--- config.mk ---
export PLATFORM = sky130hd
export DESIGN_NAME = wks_regs
export DESIGN_NICKNAME = d
export VERILOG_FILES = /design/src/wks_pkg.sv /design/src/wks_regs.sv
export SDC_FILE = /design/constraint.sdc
export NUM_CORES = 1
export LEC_CHECK = 0
export CORE_MARGIN = 2
export CORE_UTILIZATION = 62
export CTS_CLUSTER_SIZE = 25
export DETAILED_ROUTE_END_ITERATION = 8
export DONT_BUFFER_PORTS = 1
export PLACE_DENSITY = 0.78
export SETUP_SLACK_MARGIN = 0.3
export SLEW_MARGIN = 20
export SYNTH_ARGS = -nofsm -noshare
export SYNTH_HDL_FRONTEND = slang
export SYNTH_SLANG_ARGS = --single-unit
export TNS_END_PERCENT = 1
--- constraint.sdc ---
create_clock -name mclk -period 2.05 [get_ports mclk]
set_input_delay 0.41 -clock mclk [delete_from_list [all_inputs] [get_ports mclk]]
set_output_delay 0.41 -clock mclk [all_outputs]
set_load 0.1 [all_outputs]
--- src/wks_pkg.sv ---
// Purpose: Constants for the wake-up event source status registers.
// Assumes: Eight-bit microcontroller data bus with a sixteen-bit address.
// Notes:   Register slots are indexed 0 to 5 in the order listed below.
package wks_pkg;

  // ----------------------------------------------------------------
  // Geometry
  // ----------------------------------------------------------------
  localparam int WKS_NREG = 6;
  localparam int WKS_DW   = 8;
  localparam int WKS_AW   = 16;
  localparam int WKS_KSW  = 8;

  typedef logic [WKS_NREG-1:0][WKS_DW-1:0] wks_bank_t;

  // ----------------------------------------------------------------
  // Slot indexes
  // ----------------------------------------------------------------
  localparam int WKS_I_R2 = 0;
  localparam int WKS_I_R4 = 1;
  localparam int WKS_I_R5 = 2;
  localparam int WKS_I_R6 = 3;
  localparam int WKS_I_R7 = 4;
  localparam int WKS_I_R8 = 5;

  // ----------------------------------------------------------------
  // Addresses in the microcontroller memory map
  // ----------------------------------------------------------------
  localparam logic [WKS_AW-1:0] WKS_A_WAKE_SRC2          = 16'h7F2B;
  localparam logic [WKS_AW-1:0] WKS_A_STATUS_EDGE_GROUP0 = 16'h7F59;
  localparam logic [WKS_AW-1:0] WKS_A_STATUS_EDGE_GROUP1 = 16'h7F5E;
  localparam logic [WKS_AW-1:0] WKS_A_STATUS_EDGE_GROUP2 = 16'h7F63;
  localparam logic [WKS_AW-1:0] WKS_A_STATUS_MISC        = 16'h7F64;
  localparam logic [WKS_AW-1:0] WKS_A_STATUS_GPIO_SEC    = 16'h7F55;

  localparam logic [WKS_NREG-1:0][WKS_AW-1:0] WKS_ADDR = {
    WKS_A_STATUS_GPIO_SEC, WKS_A_STATUS_MISC, WKS_A_STATUS_EDGE_GROUP2,
    WKS_A_STATUS_EDGE_GROUP1, WKS_A_STATUS_EDGE_GROUP0, WKS_A_WAKE_SRC2};

  // ----------------------------------------------------------------
  // Implemented bits per register; all others are reserved
  // ----------------------------------------------------------------
  localparam logic [WKS_DW-1:0] WKS_V_R2 = 8'h06;
  localparam logic [WKS_DW-1:0] WKS_V_R4 = 8'hDC;
  localparam logic [WKS_DW-1:0] WKS_V_R5 = 8'hFF;
  localparam logic [WKS_DW-1:0] WKS_V_R6 = 8'hFF;
  localparam logic [WKS_DW-1:0] WKS_V_R7 = 8'h23;
  localparam logic [WKS_DW-1:0] WKS_V_R8 = 8'h0F;

  localparam wks_bank_t WKS_VALID = {
    WKS_V_R8, WKS_V_R7, WKS_V_R6, WKS_V_R5, WKS_V_R4, WKS_V_R2};

  // ----------------------------------------------------------------
  // Bit positions and reset values
  // ----------------------------------------------------------------
  localparam int WKS_B_ANYKEY = 1;
  localparam int WKS_B_HIB_ZERO = 2;
  localparam logic [WKS_DW-1:0] WKS_RST   = 8'h00;
  localparam logic [WKS_DW-1:0] WKS_ZERO  = 8'h00;
  localparam logic [WKS_KSW-1:0] WKS_KS_IDLE = 8'hFF;

endpackage

--- src/wks_regs.sv ---
// Purpose: Wake-up event source status registers with interrupt outputs.
// Assumes: Event inputs are synchronous to mclk; key scan pins are not.
// Notes:   Reads answer one cycle after the read strobe; masks are inputs.
`timescale 1ns/1ps

module wks_regs
(
  // Clock and reset
  input  wire logic                      mclk,
  input  wire logic                      reset_n,
  // Microcontroller memory bus
  input  wire logic [wks_pkg::WKS_AW-1:0] mem_addr,
  input  wire logic                      mem_wr,
  input  wire logic                      mem_rd,
  input  wire logic [wks_pkg::WKS_DW-1:0] mem_wdata,
  output logic      [wks_pkg::WKS_DW-1:0] mem_rdata,
  // Wake events, one bit per register position except the key scan lines, which all feed one bit
  input  wire logic                      hibernation_countdown_zero,
  input  wire logic [wks_pkg::WKS_KSW-1:0] key_scan_input,
  input  wire logic [wks_pkg::WKS_DW-1:0] edge_wake_group0,
  input  wire logic [wks_pkg::WKS_DW-1:0] edge_wake_group1,
  input  wire logic [wks_pkg::WKS_DW-1:0] edge_wake_group2,
  input  wire logic                      serial_xfer_complete,
  input  wire logic                      fan_speed_pulse_1,
  input  wire logic                      fan_speed_pulse_2,
  input  wire logic [3:0]                secondary_io_wake,
  // Wake masks from the mask registers, one blocks the source
  input  wire wks_pkg::wks_bank_t         wake_mask,
  // Interrupt outputs, active low
  output logic                           ext_irq_line_1_n,
  output logic                           wake_irq_line_n
);
  import wks_pkg::*;

  // ----------------------------------------------------------------
  // State
  // ----------------------------------------------------------------
  typedef struct packed {
    wks_bank_t             stat;
    logic [WKS_KSW-1:0]    ks_meta;
    logic [WKS_KSW-1:0]    ks_sync;
    logic [WKS_DW-1:0]     rdata;
    logic                  irq1_n;
    logic                  irq5_n;
  } wks_state_t;

  wks_state_t s_q;
  wks_state_t s_d;
  wks_bank_t  ev;
  wks_bank_t  clr;
  logic       any_key_wake;
  logic       irq_pending;
  logic       addr_hit;

  // ----------------------------------------------------------------
  // Event assembly
  // ----------------------------------------------------------------
  always_comb begin
    // Key scan lines idle high; a single low line is a key press.
    any_key_wake = ~&s_q.ks_sync;
    ev = '0;
    ev[WKS_I_R2][WKS_B_HIB_ZERO] = hibernation_countdown_zero;
    ev[WKS_I_R2][WKS_B_ANYKEY] = any_key_wake;
    ev[WKS_I_R4] = edge_wake_group0 & WKS_V_R4;
    ev[WKS_I_R5] = edge_wake_group1 & WKS_V_R5;
    ev[WKS_I_R6] = edge_wake_group2 & WKS_V_R6;
    ev[WKS_I_R7] = {2'h0, serial_xfer_complete, 3'h0,
                    fan_speed_pulse_2, fan_speed_pulse_1};
    ev[WKS_I_R8] = {4'h0, secondary_io_wake};
  end

  // ----------------------------------------------------------------
  // Next state
  // ----------------------------------------------------------------
  always_comb begin
    s_d = s_q;
    clr = '0;
    // Decoded once for all slots; a miss reads as zero and writes nothing.
    addr_hit = 1'b0;
    s_d.ks_meta = key_scan_input;
    s_d.ks_sync = s_q.ks_meta;
    for (int i = 0; i < WKS_NREG; i++) begin
      if (mem_addr == WKS_ADDR[i]) begin
        addr_hit = 1'b1;
      end
      if (mem_wr && mem_addr == WKS_ADDR[i]) begin
        clr[i] = mem_wdata & WKS_VALID[i];
      end
      // Set is applied after clear so a coincident event survives.
      s_d.stat[i] = ((s_q.stat[i] & ~clr[i]) | ev[i]) & WKS_VALID[i];
    end
    if (mem_rd) begin
      s_d.rdata = WKS_ZERO;
      for (int i = 0; i < WKS_NREG; i++) begin
        if (mem_addr == WKS_ADDR[i]) begin
          s_d.rdata = s_q.stat[i] & WKS_VALID[i];
        end
      end
    end
    // Both lines share one pending term so they never disagree.
    irq_pending = |(s_q.stat & ~wake_mask);
    s_d.irq1_n  = ~irq_pending;
    s_d.irq5_n  = ~irq_pending;
  end

  always_ff @(posedge mclk or negedge reset_n) begin
    if (!reset_n) begin
      s_q.stat    <= '0;
      s_q.ks_meta <= WKS_KS_IDLE;
      s_q.ks_sync <= WKS_KS_IDLE;
      s_q.rdata   <= WKS_RST;
      s_q.irq1_n  <= 1'b1;
      s_q.irq5_n  <= 1'b1;
    end else begin
      s_q <= s_d;
    end
  end

  assign mem_rdata        = s_q.rdata;
  assign ext_irq_line_1_n = s_q.irq1_n;
  assign wake_irq_line_n  = s_q.irq5_n;

  // ----------------------------------------------------------------
  // Assertions
  // ----------------------------------------------------------------
  a_hib_timeout_sets: assert property (@(posedge mclk) disable iff (!reset_n)
    hibernation_countdown_zero |=> s_q.stat[WKS_I_R2][WKS_B_HIB_ZERO])
    else $error("hibernation bit not set");

  a_anykey_low: assert property (@(posedge mclk) disable iff (!reset_n)
    (key_scan_input != WKS_KS_IDLE) ##1 (key_scan_input != WKS_KS_IDLE)
    |=> ##1 s_q.stat[WKS_I_R2][WKS_B_ANYKEY])
    else $error("any-key bit not set after low scan input");

  a_anykey_wake: assert property (@(posedge mclk) disable iff (!reset_n)
    (s_q.stat[WKS_I_R2][WKS_B_ANYKEY] && !wake_mask[WKS_I_R2][WKS_B_ANYKEY])
    |=> !wake_irq_line_n)
    else $error("unmasked any-key did not wake");

  a_w1c_clear: assert property (@(posedge mclk) disable iff (!reset_n)
    (mem_wr && mem_addr == WKS_A_STATUS_EDGE_GROUP1 && ev[WKS_I_R5] == WKS_ZERO)
    |=> s_q.stat[WKS_I_R5] == ($past(s_q.stat[WKS_I_R5]) & ~$past(mem_wdata)))
    else $error("write-one clear wrong");

  a_read_value: assert property (@(posedge mclk) disable iff (!reset_n)
    (mem_rd && mem_addr == WKS_A_STATUS_MISC)
    |=> mem_rdata == $past(s_q.stat[WKS_I_R7]))
    else $error("read data does not show status");

  a_reserved_zero: assert property (@(posedge mclk) disable iff (!reset_n)
    (s_q.stat & ~WKS_VALID) == '0)
    else $error("reserved bit set");

  a_gpio_sets: assert property (@(posedge mclk) disable iff (!reset_n)
    secondary_io_wake[3] |=> s_q.stat[WKS_I_R8][3])
    else $error("secondary io bit not set");

  a_irq_or: assert property (@(posedge mclk) disable iff (!reset_n)
    1'b1 |=> (ext_irq_line_1_n == !$past(irq_pending))
      && (ext_irq_line_1_n == wake_irq_line_n))
    else $error("interrupt lines do not follow enabled status");

  a_mask_blocks: assert property (@(posedge mclk) disable iff (!reset_n)
    (wake_mask == '1) |=> ext_irq_line_1_n)
    else $error("masked source raised interrupt");

  a_set_wins: assert property (@(posedge mclk) disable iff (!reset_n)
    (mem_wr && mem_addr == WKS_A_STATUS_EDGE_GROUP2 && mem_wdata[0] && edge_wake_group2[0])
    |=> s_q.stat[WKS_I_R6][0])
    else $error("event lost to clear");

  // ----------------------------------------------------------------
  // Source placement, holding and unmapped reads
  // ----------------------------------------------------------------
  // A source wired to a reserved bit would be trimmed by the valid mask and lost.
  a_group0_sets: assert property (@(posedge mclk) disable iff (!reset_n)
    edge_wake_group0[7] |=> s_q.stat[WKS_I_R4][7])
    else $error("edge group 0 bit not set");

  a_group1_sets: assert property (@(posedge mclk) disable iff (!reset_n)
    edge_wake_group1[0] |=> s_q.stat[WKS_I_R5][0])
    else $error("edge group 1 bit not set");

  a_group2_sets: assert property (@(posedge mclk) disable iff (!reset_n)
    edge_wake_group2[7] |=> s_q.stat[WKS_I_R6][7])
    else $error("edge group 2 bit not set");

  a_serial_sets: assert property (@(posedge mclk) disable iff (!reset_n)
    serial_xfer_complete |=> s_q.stat[WKS_I_R7][5])
    else $error("serial completion bit not set");

  a_fan_sets: assert property (@(posedge mclk) disable iff (!reset_n)
    fan_speed_pulse_2 |=> s_q.stat[WKS_I_R7][1])
    else $error("fan speed bit not set");

  a_mask_keeps_status: assert property (@(posedge mclk) disable iff (!reset_n)
    (fan_speed_pulse_1 && wake_mask[WKS_I_R7][0])
    |=> s_q.stat[WKS_I_R7][0])
    else $error("masked source did not set status");

  a_status_holds: assert property (@(posedge mclk) disable iff (!reset_n)
    (!mem_wr && ev == '0) |=> $stable(s_q.stat))
    else $error("status changed without event or write");

  a_rdata_holds: assert property (@(posedge mclk) disable iff (!reset_n)
    !mem_rd |=> $stable(mem_rdata))
    else $error("read data changed without a read");

  a_unmapped_zero: assert property (@(posedge mclk) disable iff (!reset_n)
    (mem_rd && !addr_hit) |=> mem_rdata == WKS_ZERO)
    else $error("unmapped read not zero");

endmodule

==> impl_results.md, run 1 <==
* Share of layout cells above drive strength 1 at 0.222
* CP startpoint kind: flip-flop
* IO Port Bufs at 0
* CP max FO at 2
* GP Congestion at about 0.84
* Cell variety after synth at 50
* Sequential Power Share at 0.602
* Max-slew headroom at 0.679
* Die Height at roughly 70 µm
* Layout Utilization at 0.713
* Number of global-route vias before repair at about 2.1k
* Switching pwr at 0.433 mW
* Critical path cell sequence: buf_12
* Pins Over Slew Limit at 0
* Switch share at 0.232
* WP buf/inv at 1
* Antenna-violating nets left at 0
* Num rows at 23
* Core area at roughly 4000 µm²
* TritonCTS Buffers at 5
* Worst r2r dst: ext_irq_line_1_n$_DFF_PN1_
* Vias per cell at 6.50
* WP depth at 1
* Global-route wire length before repair at 10500 µm
* Die ar. at 4840 µm²
* Final net count at 376
* Synth warn at 0
* Max rail drop VDD at ~0.0006 V
* R2R cell count at 4
* Post-synthesis async set-or-reset flop share at 1.00
* CP delay by family, top: flip-flops
* FF-to-FF setup slack at between 0.6 and 0.7 ns
* Pwr dens at roughly 640 nW/µm²
* Worst skew pair latency at 0.31 ns
* Reg-to-reg startpoint: s_q[38]$_DFF_PN0_
* Hold_ws at 0.0856 ns
* Internal Power at about 1.4 mW
* GRT Util Overall at 0.284
* Status: complete, no violations
* Detailed-route via count at about 2k
* Post-synthesis cell count at 249
* Largest stage delay on the critical path at 0.56 ns
* Final WS setup at 0.509 ns
* Post-synth EDFFs at 0
* Drt first pass iters at 4
* Ports at 126
* Logic gate share of total power at 0.060
* Slowest-stage cell, CP: dfstp_2
* Final hold violations at 0
* Critical path endpoint: wake_irq_line_n
* Worst Skew at between 0.01 and 0.015 ns
* Area growth from synthesis to layout at 8.49%
* Design Power at about 1.9 mW
* Total gr overflow at 0
* WP data required at 1.64 ns
* Clock power share at 0.338
* Tcrit/Tclk final at 0.752
* Cell area after synthesis at between 2000 and 3000 µm²
* Final setup viols at 0
* Crit path DAT at 1.13 ns
* Static Leakage at around 1.2 nW
* WL/cell at between 20 and 25 µm
* CTS Sinks at 55
* Root Driver: clkbuf_8
* CP Capture Type: output port
* First DRT Iteration DRCs at 170
* Clk slew on worst S/H paths at around 0.1 ns
* Post-DP HPWL at 4880 µm
* Initial core utilization at 0.657
* Routed wire length at 6550 µm
* Maxcap violations at 0
* Commonest cells after routing, fill and taps aside: dfrtp_1 (38), inv_1 (31), a21o_1 (29)
* Most used DFF post-synth: dfrtp_1
* Clock Tree Buf Depth at 2
* Crit path kind: reg -> out
* Achievable clock frequency at 649 MHz
* Min-Delay Path Class: in -> reg
* Min Tclk post-route at about 1.5 ns
* RSZ-0062 raised after global routing: false
* H-tree depth at 2
* Worst-Margin Slew at roughly 0.48 ns
* Post-synthesis area per instance at 10.7 µm²
* Syn_nets at 365
* Setup TNS at 0 ns
* Initial antenna violation count at 0
* Pre-CTS WS at 0.283 ns
* Post-synthesis sequential area ratio at 0.524
* TritonCTS clock tree: done
* Seq cells post-synth at 55
* Die boundary width at 69.6 µm
* DRC errors left at 0
* # resized after CTS at 0
* Largest net degree at the start of global routing at 56
* Antenna fix cells at 0
* Crit. Startpoint: ext_irq_line_1_n$_DFF_PN1_
* Commonest non-fill, non-tap cell in the layout: dfrtp_1
## final cells by class
cell class	count	area, µm²
fillers	304	1160
clock buffers	7	86.3
inverters	32	120
multi-input cells	150	1060
flip-flops and latches	55	1400
repair buffers	16	155
well taps	50	62.6
clock inverters	1	8.76
## synth_stat cells (3+ instances only)
master | instances | share of area
dfstp_2 | 17 | 0.17
nand2_1 | 18 | 0.025
nor3_2 | 3 | 0.011
a221oi_1 | 8 | 0.026
inv_1 | 31 | 0.044
a21o_1 | 29 | 0.082
nand3_1 | 16 | 0.030
buf_4 | 9 | 0.025
o2bb2ai_1 | 3 | 0.0099
dfrtp_1 | 38 | 0.36
nand4_1 | 4 | 0.0094
o21ai_0 | 8 | 0.015
nor4_1 | 4 | 0.0094
a21oi_1 | 4 | 0.0075
o21ai_1 | 3 | 0.0056
o22ai_1 | 11 | 0.026
## power groups by stage
| stage | Clock (mW) | Sequential [mW] | Combinational, mW |
|---|---|---|---|
| after floorplan | 0 | 1.14 | 0.0822 |
| after global placement | 0 | 1.14 | 0.0843 |
| after detailed placement | 0 | 1.14 | 0.0848 |
| after CTS | 0.636 | 1.12 | 0.114 |
| after global routing | 0.682 | 1.12 | 0.123 |
| final | 0.629 | 1.12 | 0.113 |
## worst min path at each step
stage | from | cells past startpoint | slack (ns) | endpoint
3_5_place_dp | reset_n | 0 | 0.12 | mem_rdata[5]$_DFFE_PN0P_
2_1_floorplan | reset_n | 0 | 0.11 | mem_rdata[0]$_DFFE_PN0P_
4_1_cts | key_scan_input[3] | 0 | 0.08 | s_d[13]$_DFF_PN1_
3_3_place_gp | reset_n | 0 | 0.12 | s_q[68]$_DFF_PN0_
6_report | key_scan_input[5] | 0 | 0.09 | s_d[15]$_DFF_PN1_
5_1_grt | key_scan_input[0] | 0 | 0.07 | s_d[10]$_DFF_PN1_
## sequential cells by signal, summed over array words and instances (netlist names)
signal / cells
s_d: 8
ext_irq_line_1_n: 1
mem_rdata: 8
s_q: 38
## repair_timing
item	CTS	global route
hold buffers	2	0
hold endpoints to repair	55	0
endpoints found under the setup margin	0	0
buffers inserted	0	0
## through the flow
stage	std cells	instance area (µm²)
4_1_cts	311	2890
2_1_floorplan	249	2670
6_report	311	2890
5_1_grt	311	2890
3_3_place_gp	301	2760
3_5_place_dp	301	2760
## worst register-to-register path, cell delays in order, from the launching register on
cell     delay (ns)
dfrtp_1        0.41
inv_1          0.07
o22ai_1        0.10
or4_1          0.54
nor3_1         0.19
## routing by layer
layer,vias to the layer above,GRT usage,routed length [µm]
met5,-,0,0
met1,981,0.386,2620
met3,19,0.0712,625
met2,107,0.448,3130
li1,914,-,-
met4,0,0.0980,165
## cells by family after synthesis
kind of cell | Yosys count | share of synthesized area
AOI/OAI and AO/OA | 77 | 0.210
and+or+nand+nor | 73 | 0.189
buffers and inverters | 44 | 0.0774
DFF | 55 | 0.524
Note: power is estimated with default switching activity, not from simulation.
==> inputs of run 2 (changes only) <==
Settings changed: ABC_AREA from default to 1, CORE_UTILIZATION 62 to 57, PLACE_DENSITY 0.78 to 0.75.
Clock period 2.05 ns to 1.3 ns, I/O delays scaled along.
==> impl_results.md, run 2 <==
* Synth warn at 0
* IO Port Bufs at 0
* TritonCTS clock tree: done
* Drt first pass iters at 5
* Synth top area cells: dfrtp_1 (34%), dfstp_2 (16%), inv_1 (7.8%)
* Min Tclk post-route at 1.45 ns
* Core area at 4720 µm²
* Synth top area share at 0.340
* Post-synth EDFFs at 0
* Min-Delay Path Class: in -> async
* Cell variety after synth at 28
* Worst skew pair latency at roughly 0.31 ns
* RSZ-0062 raised after global routing: true
* Clock Tree Buf Depth at 2
* Crit path DAT at about 1.2 ns
* Worst Skew at 0.00740 ns
* Antenna fix cells at 0
* Root Driver: clkbuf_8
* Hold_ws at -0.364 ns
* CTS Hold Bufs at 8
* CTS Sinks at between 50 and 60
* Max rail drop VDD at around 0.00093 V
* Antenna-violating nets left at 0
* Syn_nets at between 400 and 500
* Final net count at 470
* DRC errors left at 0
* Failing checks: hold timing, setup timing
* Initial core utilization at 0.593
* Post-synthesis sequential area ratio at 0.499
* Largest net degree at the start of global routing at 56
* Share of layout cells above drive strength 1 at 0.245
* First DRT Iteration DRCs at 142
* Cell area after synthesis at 2800 µm²
* Largest area contributor in the netlist: dfrtp_1
* Post-synthesis cell count at 329
* GRT Util Overall at 0.254
* Tcrit/Tclk final at 1.12
* FF-to-FF setup slack at 0.16 ns
* Clock power share at 0.366
* Post-DP HPWL at 5140 µm
* Commonest cells after routing, fill and taps aside: inv_1 (48), nand2_1 (47), dfrtp_1 (38)
* Switching pwr at 0.689 mW
* Die boundary width at 74.1 µm
* Critical path cell sequence: buf_12
* Switch share at 0.221
* Post-synthesis area per instance at 8.51 µm²
* Crit path kind: reg -> out
* # Post-CTS Setup Buffers at 0
* Vias per cell at 5.35
* WL/cell at 15.9 µm
* Pwr dens at slightly above 900 nW/µm²
* H-tree depth at 2
* # fillers at 348
* Area growth from synthesis to layout at 20.1%
* Max-slew headroom at 0.820
* Final setup viols at 2
* TritonCTS Buffers at 5
* Static Leakage at 1.77 nW
* Achievable clock frequency at a little under 700 MHz
* Die Height at 74.1 µm
* Commonest cells in the netlist: inv_1 (58), nand2_1 (51), nor2_1 (43)
* Seq cells post-synth at 55
* WP buf/inv at 1
* Logic gate share of total power at 0.067
* Internal Power at 2.43 mW
* Final WS setup at -0.155 ns
* Setup TNS at -0.310 ns
* CP Capture Type: output port
* Status: complete, but fails checks
* Routed wire length at 6710 µm
* Max reg flops at 38
* Commonest non-fill, non-tap cell in the layout: inv_1
* Worst-Margin Slew at 0.270 ns
* Maxcap violations at 0
* CP max FO at 2
* Biggest register: s_q
* Slowest-stage cell, CP: dfstp_4
* Die ar. at 5490 µm²
* Post-synthesis async set-or-reset flop share at 1.00
* Sequential Power Share at 0.567
* Ports at 126
* Num rows at 25
* Most frequent cell after synthesis: inv_1
* Pins Over Slew Limit at 0
* Number of global-route vias before repair at 2172
* Global-route wire length before repair at 10300 µm
* CP delay by family, top: flip-flops
* WP data required at 1.04 ns
* CP startpoint kind: flip-flop
* Final hold violations at 55
* Detailed-route via count at 2259
* GP Congestion at 0.900
* Initial antenna violation count at 0
* Most used DFF post-synth: dfrtp_1
* Total gr overflow at 0
* Clk slew on worst S/H paths at around 0.10 ns
* Largest stage delay on the critical path at between 0.6 and 0.7 ns
## run 2: final timing paths
path / startpoint / cells after the start / to
max: ext_irq_line_1_n$_DFF_PN1_ / 1 / ext_irq_line_1_n
min: reset_n / 0 / mem_rdata[7]$_DFFE_PN0P_
max reg2reg: s_q[37]$_DFF_PN0_ / 5 / ext_irq_line_1_n$_DFF_PN1_
min reg2reg: s_d[11]$_DFF_PN1_ / 0 / s_q[11]$_DFF_PN1_
max in group asynchronous: reset_n / 0 / s_d[12]$_DFF_PN1_
min in group mclk: edge_wake_group2[3] / 2 / s_q[53]$_DFF_PN0_
## run 2: kinds of logic after synthesis
kind of cell           Yosys count  share of synthesized area
AND/OR/NAND/NOR                144                      0.253
buffers and inverters           73                      0.113
AO/OA/AOI/OAI                   57                      0.135
flip-flops                      55                      0.499
## run 2: per-layer routing
metal / part of all wire / track usage / vias to the layer above
met5: 0 / 0 / -
met4: 0.014 / 0.0667 / 0
met3: 0.073 / 0.0569 / 10
met2: 0.48 / 0.413 / 90
met1: 0.44 / 0.349 / 1062
li1: - / - / 1097
## run 2: power groups by stage
| stage | clock network (mW) | registers [mW] | logic, mW |
|---|---|---|---|
| floorplan | 0 | 1.80 | 0.141 |
| global placement | 0 | 1.80 | 0.163 |
| detailed placement | 0 | 1.80 | 0.165 |
| CTS | 1.17 | 1.77 | 0.198 |
| global route | 1.25 | 1.77 | 0.226 |
| finish | 1.14 | 1.77 | 0.211 |
## run 2: through the flow
step                instance area (µm²)  power [mW]   util  std cells  setup WS (ns)
floorplan                          2820        1.94      -        329         0.0472
global placement                   3050        1.96  0.646        406        0.00473
detailed placement                 3050        1.97  0.646        406        -0.0272
CTS                                3290        3.13  0.697        422         -0.168
global route                       3360        3.25  0.712        422         -0.187
finish                             3360        3.12  0.712        422         -0.155
## run 2: what timing repair did
item                                    4_1_cts  5_1_grt
pin swaps                                     4       15
endpoints found under the hold margin        63       55
resized for setup                            16       27
endpoints found under the setup margin       12       35
## run 2: final cells by class
| class | instances | area, µm² | share of cell area |
|---|---|---|---|
| clock buffer | 6 | 72.6 | 0.0216 |
| timing repair buffer | 29 | 367 | 0.109 |
| multi-input combinational | 201 | 1160 | 0.346 |
| clock inverter | 2 | 38.8 | 0.0115 |
| sequential | 55 | 1400 | 0.417 |
| inverter | 62 | 238 | 0.0707 |
| tap | 67 | 83.8 | 0.0249 |
